--- config.mk ---
export PLATFORM = sky130hd
export DESIGN_NAME = sleep_mode_controller
export DESIGN_NICKNAME = d
export VERILOG_FILES = /design/src/verilog/sleep_pkg.sv /design/src/verilog/sleep_mode_controller.sv
export VERILOG_INCLUDE_DIRS = /design/src /design/src/verilog
export SDC_FILE = /design/constraint.sdc
export NUM_CORES = 1
export LEC_CHECK = 0
export BUFFER_PORTS_ARGS = -buffer_cell sky130_fd_sc_hd__clkbuf_2
export CAP_MARGIN = 10
export CORE_MARGIN = 4
export CORE_UTILIZATION = 58
export DETAILED_ROUTE_END_ITERATION = 8
export PLACE_DENSITY = 0.86
export SLEW_MARGIN = 20
export SYNTH_ARGS = -nofsm -noshare
export SYNTH_HDL_FRONTEND = slang
export SYNTH_SLANG_ARGS = --single-unit
--- constraint.sdc ---
create_clock -name MCLK -period 3.89 [get_ports MCLK]
set_input_delay 0.778 -clock MCLK [delete_from_list [all_inputs] [get_ports MCLK]]
set_output_delay 0.778 -clock MCLK [all_outputs]
set_load 0.02 [all_outputs]
--- src/verilog/sleep_params.svh ---
// Register offsets, field positions, reset values and cycle counts of the sleep controller
`ifndef SLEEP_PARAMS_SVH
`define SLEEP_PARAMS_SVH
`define PCR_ADDR 4'h0
`define STAT_ADDR 4'h1
`define PCR_RESET 8'h00
`define SE_BIT 7
`define SM_HI 6
`define SM_LO 4
`define SENSE1_HI 3
`define SENSE1_LO 2
`define SENSE0_HI 1
`define SENSE0_LO 0
`define HALT_CK 4'h4
`define STANDBY_WAKE_CK 4'h6
`define PD_RESTART_CK 4'h6
`define IDLE_START_CK 4'h1
`endif

--- src/verilog/sleep_pkg.sv ---
// Types shared by the sleep controller
package sleep_pkg;
    typedef enum logic [2:0] {
        MODE_IDLE = 3'b000,
        MODE_ADCNR = 3'b001,
        MODE_PDOWN = 3'b010,
        MODE_PSAVE = 3'b011,
        MODE_RSVD_A = 3'b100,
        MODE_RSVD_B = 3'b101,
        MODE_STANDBY = 3'b110,
        MODE_RSVD_C = 3'b111
    } sleep_mode_type;
    typedef enum logic [2:0] {
        ST_RUN = 3'b000,
        ST_SLEEP = 3'b001,
        ST_START = 3'b010,
        ST_HALT = 3'b011
    } state_type;
    // Clock domain and oscillator enables
    typedef struct packed {
        logic cpu;
        logic flash;
        logic io;
        logic adc;
        logic asy;
        logic osc;
        logic tosc;
    } clk_gate_type;
    // Enabled interrupt requests from peripherals, same clock
    typedef struct packed {
        logic twi_match;
        logic timer2_irq;
        logic timer2_ie;
        logic global_ie;
        logic timer2_async_select;
        logic spm_ready;
        logic adc_done;
        logic other_io;
    } wake_src_type;
    typedef struct packed {
        logic [7:0] pcr;
        state_type st;
        sleep_mode_type mode;
        logic [3:0] cnt;
        logic rst_flag;
        logic [2:0] sy0;
        logic [2:0] sy1;
        logic [2:0] syr;
        logic [2:0] lvl;
        logic [1:0] prev;
        clk_gate_type gate;
        logic adc_start;
        logic resume;
        logic rvec;
        logic [7:0] rdata;
    } ctl_type;
endpackage : sleep_pkg

--- src/verilog/sleep_mode_controller.sv ---
// Sleep mode controller: mode register, sleep entry, clock gating and wake-up sequencing
//
// Overview of operation
// - Sleep only if enable bit set at instruction
// - Mode codes: idle, ADC, down, save, standby
// - Wake by interrupt: four extra halt cycles
// - Register file and SRAM kept while asleep
// - Reset while asleep restarts at reset vector
// - Control register layout, all read/write, zero reset
// - Idle stops only CPU and flash clocks
// - Idle wakes on any enabled interrupt
// - Idle or ADC mode starts ADC conversion
// - ADC mode halts I/O, CPU, flash clocks
// - ADC mode wake sources are restricted
// - Power-down stops oscillator and all clocks
// - Power-down wakes on reset, TWI, level
// - Power-down wake waits clock restart period
// - Power-save also wakes on async timer 2
// - Power-save keeps only async timer clock
// - Standby keeps oscillator, wakes in six cycles
`timescale 1ns/10ps
`include "sleep_params.svh"

module sleep_mode_controller (
    input wire logic MCLK,
    input wire logic NRST,
    input wire logic [3:0] REG_ADDR,
    input wire logic [7:0] REG_WDATA,
    input wire logic REG_WR,
    input wire logic REG_RD,
    output logic [7:0] REG_RDATA,
    input wire logic SLEEP_EXEC,
    input wire logic EXT_IRQ_LINE0,
    input wire logic EXT_IRQ_LINE1,
    input wire logic [1:0] EXT_IRQ_EN,
    input wire logic RESET_REQ,
    input wire logic XTAL_SELECTED,
    input wire logic ADC_ENABLED,
    input wire sleep_pkg::wake_src_type WAKE_SRC,
    output sleep_pkg::clk_gate_type CLK_GATE,
    output logic SLEEPING,
    output logic CPU_HALT,
    output logic MEM_HOLD,
    output logic ADC_START,
    output logic IRQ_RESUME,
    output logic RESET_VECTOR
);

    sleep_pkg::ctl_type s;
    sleep_pkg::ctl_type next_s;
    sleep_pkg::sleep_mode_type mode_sel;
    logic [1:0] lvl_req;
    logic [1:0] ext_req;
    logic t2_req;
    logic wake_now;

    // Clock enables for a sleep mode; awake means everything runs except tosc, which follows async_t2
    function automatic sleep_pkg::clk_gate_type gates_for(input sleep_pkg::sleep_mode_type m,
                                                          input logic awake, input logic async_t2);
        sleep_pkg::clk_gate_type g;
        g = '{cpu: 1'b1, flash: 1'b1, io: 1'b1, adc: 1'b1, asy: 1'b1, osc: 1'b1, tosc: async_t2};
        if (!awake) begin
            g.cpu = 1'b0;
            g.flash = 1'b0;
            case (m)
                sleep_pkg::MODE_IDLE: begin
                    g.io = 1'b1;
                end
                sleep_pkg::MODE_ADCNR: begin
                    g.io = 1'b0;
                end
                sleep_pkg::MODE_PSAVE: begin
                    g = '0;
                    g.asy = async_t2;
                    g.tosc = async_t2;
                end
                sleep_pkg::MODE_STANDBY: begin
                    g = '0;
                    g.osc = 1'b1;
                end
                default: begin
                    g = '0;
                end
            endcase
        end
        return g;
    endfunction : gates_for

    // Wake-up counts before the halt phase
    function automatic logic [3:0] startup_for(input sleep_pkg::sleep_mode_type m);
        case (m)
            sleep_pkg::MODE_STANDBY: startup_for = `STANDBY_WAKE_CK - 4'h1;
            sleep_pkg::MODE_PDOWN, sleep_pkg::MODE_PSAVE: startup_for = `PD_RESTART_CK - 4'h1;
            default: startup_for = `IDLE_START_CK - 4'h1;
        endcase
    endfunction : startup_for

    // External line request for a sense setting; low level, any change, falling, rising
    function automatic logic line_req(input logic [1:0] sense, input logic now, input logic was);
        case (sense)
            2'h0: line_req = !now;
            2'h1: line_req = now != was;
            2'h2: line_req = was && !now;
            default: line_req = !was && now;
        endcase
    endfunction : line_req

    // Wake qualification per sleep mode
    always_comb begin
        lvl_req[0] = EXT_IRQ_EN[0] && (s.pcr[`SENSE0_HI:`SENSE0_LO] == 2'h0) && !s.lvl[0];
        lvl_req[1] = EXT_IRQ_EN[1] && (s.pcr[`SENSE1_HI:`SENSE1_LO] == 2'h0) && !s.lvl[1];
        ext_req[0] = EXT_IRQ_EN[0] && line_req(s.pcr[`SENSE0_HI:`SENSE0_LO], s.lvl[0], s.prev[0]);
        ext_req[1] = EXT_IRQ_EN[1] && line_req(s.pcr[`SENSE1_HI:`SENSE1_LO], s.lvl[1], s.prev[1]);
        t2_req = WAKE_SRC.timer2_irq && WAKE_SRC.timer2_ie && WAKE_SRC.global_ie;
        case (s.mode)
            sleep_pkg::MODE_IDLE: begin
                wake_now = (|ext_req) || WAKE_SRC.twi_match || t2_req || WAKE_SRC.spm_ready
                           || WAKE_SRC.adc_done || WAKE_SRC.other_io;
            end
            sleep_pkg::MODE_ADCNR: begin
                wake_now = (|lvl_req) || WAKE_SRC.twi_match || t2_req || WAKE_SRC.spm_ready
                           || WAKE_SRC.adc_done;
            end
            sleep_pkg::MODE_PSAVE: begin
                wake_now = (|lvl_req) || WAKE_SRC.twi_match
                           || (t2_req && WAKE_SRC.timer2_async_select);
            end
            default: begin
                wake_now = (|lvl_req) || WAKE_SRC.twi_match;
            end
        endcase
    end

    // Next state: pin sync, register port, sleep sequencer
    always_comb begin
        next_s = s;
        mode_sel = sleep_pkg::sleep_mode_type'(s.pcr[`SM_HI:`SM_LO]);
        next_s.adc_start = 1'b0;
        next_s.resume = 1'b0;
        next_s.rvec = 1'b0;
        next_s.rdata = 8'h00;
        // Pins pass three flops; a change counts once stages two and three agree
        next_s.sy0 = {s.sy0[1:0], EXT_IRQ_LINE0};
        next_s.sy1 = {s.sy1[1:0], EXT_IRQ_LINE1};
        next_s.syr = {s.syr[1:0], RESET_REQ};
        if (s.sy0[1] == s.sy0[2]) begin
            next_s.lvl[0] = s.sy0[2];
        end
        if (s.sy1[1] == s.sy1[2]) begin
            next_s.lvl[1] = s.sy1[2];
        end
        if (s.syr[1] == s.syr[2]) begin
            next_s.lvl[2] = s.syr[2];
        end
        next_s.prev = s.lvl[1:0];
        // Register port
        if (REG_WR && REG_ADDR == `PCR_ADDR) begin
            next_s.pcr = REG_WDATA;
        end
        if (REG_RD) begin
            case (REG_ADDR)
                `PCR_ADDR: next_s.rdata = s.pcr;
                `STAT_ADDR: next_s.rdata = {1'b0, s.rst_flag, s.st[1:0], 1'b0, s.mode};
                default: next_s.rdata = 8'h00;
            endcase
        end
        // Sleep sequencer
        case (s.st)
            sleep_pkg::ST_RUN: begin
                // Reserved codes never sleep, so a stray code cannot stop the part
                if (SLEEP_EXEC && s.pcr[`SE_BIT] && mode_sel != sleep_pkg::MODE_RSVD_A
                    && mode_sel != sleep_pkg::MODE_RSVD_B && mode_sel != sleep_pkg::MODE_RSVD_C) begin
                    next_s.st = sleep_pkg::ST_SLEEP;
                    next_s.mode = mode_sel;
                    // Standby needs a crystal; without one the oscillator is stopped as well
                    if (mode_sel == sleep_pkg::MODE_STANDBY && !XTAL_SELECTED) begin
                        next_s.mode = sleep_pkg::MODE_PDOWN;
                    end
                    next_s.gate = gates_for(next_s.mode, 1'b0, WAKE_SRC.timer2_async_select);
                    next_s.adc_start = ADC_ENABLED && (mode_sel == sleep_pkg::MODE_IDLE
                                       || mode_sel == sleep_pkg::MODE_ADCNR);
                end else begin
                    next_s.gate = gates_for(s.mode, 1'b1, WAKE_SRC.timer2_async_select);
                end
            end
            sleep_pkg::ST_SLEEP: begin
                next_s.gate = gates_for(s.mode, 1'b0, WAKE_SRC.timer2_async_select);
                if (s.lvl[2] || wake_now) begin
                    next_s.st = sleep_pkg::ST_START;
                    next_s.rst_flag = s.lvl[2];
                    next_s.cnt = startup_for(s.mode);
                    next_s.gate = gates_for(s.mode, 1'b1, WAKE_SRC.timer2_async_select);
                    next_s.gate.cpu = 1'b0;
                    next_s.gate.flash = 1'b0;
                end
            end
            sleep_pkg::ST_START, sleep_pkg::ST_HALT: begin
                if (s.lvl[2]) begin
                    next_s.rst_flag = 1'b1;
                end
                if (s.cnt != 4'h0) begin
                    next_s.cnt = s.cnt - 4'h1;
                end else if (s.st == sleep_pkg::ST_START) begin
                    next_s.st = sleep_pkg::ST_HALT;
                    next_s.cnt = `HALT_CK - 4'h1;
                end else begin
                    next_s.st = sleep_pkg::ST_RUN;
                    next_s.resume = !(s.rst_flag || s.lvl[2]);
                    next_s.rvec = s.rst_flag || s.lvl[2];
                    next_s.rst_flag = 1'b0;
                    next_s.gate = gates_for(s.mode, 1'b1, WAKE_SRC.timer2_async_select);
                end
            end
            default: begin
                next_s.st = sleep_pkg::ST_RUN;
            end
        endcase
    end

    // State register; pins idle high on the interrupt lines
    always_ff @(posedge MCLK or negedge NRST) begin
        if (!NRST) begin
            s <= '0;
            s.pcr <= `PCR_RESET;
            s.sy0 <= 3'h7;
            s.sy1 <= 3'h7;
            s.lvl <= 3'h3;
            s.prev <= 2'h3;
            s.gate <= '{cpu: 1'b1, flash: 1'b1, io: 1'b1, adc: 1'b1, asy: 1'b1, osc: 1'b1, tosc: 1'b0};
        end else begin
            s <= next_s;
        end
    end

    // Outputs; memories are write-inhibited, never cleared, while the core is halted
    assign REG_RDATA = s.rdata;
    assign CLK_GATE = s.gate;
    assign SLEEPING = s.st == sleep_pkg::ST_SLEEP;
    assign CPU_HALT = s.st != sleep_pkg::ST_RUN;
    assign MEM_HOLD = s.st != sleep_pkg::ST_RUN;
    assign ADC_START = s.adc_start;
    assign IRQ_RESUME = s.resume;
    assign RESET_VECTOR = s.rvec;
endmodule : sleep_mode_controller

==> metrics <==
Antenna diodes 0; Worst setup SP type flip-flop; final count of pins violating max slew 0; Top delay family on crit path compound AO/OA/AOI/OAI gates; share of cells above drive strength 1 0.3962; core area 0.004058 sq mm; PortBufs 52; synthesized flop and latch total 49; die width 73.46 microns; first-pass GRT wire length 8.576 mm; Hold-fix buffers, CTS 0; most frequent cells in the layout 52 x clkbuf_2, 34 x dfrtp_1, 15 x dfstp_2; worst path required time 4.09 ns; # H-tree levels 2; Main synth FF type dfrtp_1; Routed WL 5.174 mm; Buf/Inv on CP 2; fin crit share 0.6867; mean number of vias per cell 5.797; syn nets 261; Largest stage delay, worst path 0.55 ns; total track usage 0.2118; post_cts resized 0; finished layout cell area 0.002768 sq mm; P_leak 1.300 nW; GR Overflow Total 0; Critical Path Sink Type flip-flop; Synth Cell Area 0.002485 sq mm; Worst Skew 0.007995 ns; Fin. Hold Viols 0; Syn Inst Count 219; setup slack after layout 1.219 ns; Detailed Place HPWL 4.025 mm; Top cell by count, worst path inv_1; Post-Place Worst Slack 1.124 ns; maximum VDD drop 0.0003864 V; status finished, final reports clean; CTS root buf clkbuf_8; Post-route DRC 0; remaining antenna violation count 0; Post-synth ARST share 1.000; Die ar. 0.005396 sq mm; placed inst area 0.002669 sq mm; RSZ-0062 raised after global routing false; nets 301; Die Y 73.46 microns; setup TNS 0 ns; total CTS buffers 5; max-capacitance violation count 0; Crit Path Class reg2reg; # IOs 53; post-CTS setup buffers 0; CP Max Fanout 7; worst-margin pin slew 0.9402 ns; Worst EP arrival 2.87 ns; CP cell instances inv_1 -> ha_1 -> inv_1 -> mux4_2 -> a221o_1 -> a211oi_4 -> nor3_2 -> mux2_4; sequential fraction of the synthesis area 0.5010; Crit-path slowest cell dfstp_2; mean post-synth cell area 11.35 sq um; Post-Layout Cell Count 310; post-synth cell types 54; relative slew slack 0.3644; placed cells 302; FMAX 374.3 MHz; FILL cells 324; CTS tree done; clk slew on worst S/H paths 0.09 ns; # rows 23; HP Class reg2reg; synth warn 0; CTS Buffer Depth 2; vias post-DR 1797; DR iter-0 viols 186; fin crit period 2.671 ns; largest net degree at the start of global routing 26; gp weighted congestion 0.9607; P&R area growth vs syn 11.38%; DR pass1 iterations 4; Final Power 0.002022 W; routed wire length per instance 16.69 microns; initial antenna violation count 0; EDFF count, synth 0; vias in the first global route 1808; PwrDens 730.7 mW/mm^2; clk_lat worst skew 0.31 ns; commonest non-fill, non-tap cell in the layout clkbuf_2; Finish-stage setup viols 0; Initial Util 0.6124; # clock sinks 49
## routing by layer
metal | global-route usage | share of wire | vias up
met1 | 0.2716 | 0.42 | 872
met5 | 0 | 0 | -
met2 | 0.3494 | 0.50 | 62
met3 | 0.03830 | 0.061 | 9
li1 | - | - | 854
met4 | 0.09256 | 0.017 | 0
## cell type report
class                           instances  area (sq um)  share of cell area
Tap cell                               50         62.56             0.02260
Multi-Input combinational cell        137          1045              0.3775
Sequential cell                        49          1245              0.4498
Clock buffer                            6         82.58             0.02984
Inverter                               13         48.80             0.01763
Clock inverter                          2         16.27            0.005877
Timing Repair Buffer                   53         267.8             0.09675
## path summary, 6_finish.rpt
kind	startpoint	to	slack [ns]	depth (start not counted)
max in group asynchronous	NRST	CLK_GATE[4]$_DFFE_PN1P_	2.65	2
max	s[19]$_DFF_PN1_	s[33]$_DFFE_PN0P_	1.22	8
min reg2reg	next_s[24]$_DFF_PN0_	next_s[25]$_DFF_PN0_	0.36	0
min in group asynchronous	NRST	s[44]$_DFFE_PN0P_	0.45	1
max reg2reg	s[19]$_DFF_PN1_	s[33]$_DFFE_PN0P_	1.22	8
min	next_s[24]$_DFF_PN0_	next_s[25]$_DFF_PN0_	0.36	0
## cell families after synthesis
kind of cell             Yosys count  synth area share
AND/OR/NAND/NOR                   60            0.1405
AO/OA/AOI/OAI                     50            0.1470
flip-flops                        49            0.5010
buffers and inverters             33           0.07855
multiplexers                      14           0.07049
adder cells (fa/ha/maj)           13           0.06244
## Yosys cell counts, types with 3 or more instances
library cell / instances / share of area
dfrtp_1: 34 / 0.34
dfstp_2: 15 / 0.16
buf_4: 16 / 0.048
nor2_1: 11 / 0.017
mux2_2: 10 / 0.045
a31oi_1: 4 / 0.010
nor3_1: 6 / 0.012
nor4_1: 3 / 0.0076
nor2b_1: 7 / 0.018
nand2_1: 12 / 0.018
a21oi_1: 6 / 0.012
o21ai_0: 12 / 0.024
and3_1: 3 / 0.0076
nor4b_1: 4 / 0.014
a22oi_1: 7 / 0.021
maj3_1: 3 / 0.012
inv_1: 12 / 0.018
ha_1: 10 / 0.050
## metrics by stage
stage | util | hold WS (ns)
2_1_floorplan | - | 0.3312
3_3_place_gp | 0.6577 | 0.3356
3_5_place_dp | 0.6577 | 0.3403
4_1_cts | 0.6821 | 0.3600
5_1_grt | 0.6821 | 0.3637
6_report | 0.6821 | 0.3578
## power by group
part           total, W  switching, W  leakage (nW)  internal, W
clock          0.000321      0.000174        0.0478     0.000146
sequential     0.000801      0.000141         0.593     0.000659
combinational  0.000901      0.000526         0.659     0.000375
## sequential cells by signal (all words and copies together) (netlist names)
register,cells
next_s,8
ADC_START,1
s,21
REG_RDATA,8
IRQ_RESUME,1
RESET_VECTOR,1
mode_sel,3
CLK_GATE,6
## worst register-to-register path: stages, from the launching register on
cell and delay, ns:
dfstp_2 0.55, inv_1 0.04, ha_1 0.26, inv_1 0.04
mux4_2 0.44, a221o_1 0.40, a211oi_4 0.37, nor3_2 0.14
mux2_4 0.32
Note: power is estimated with default switching activity, not from simulation.
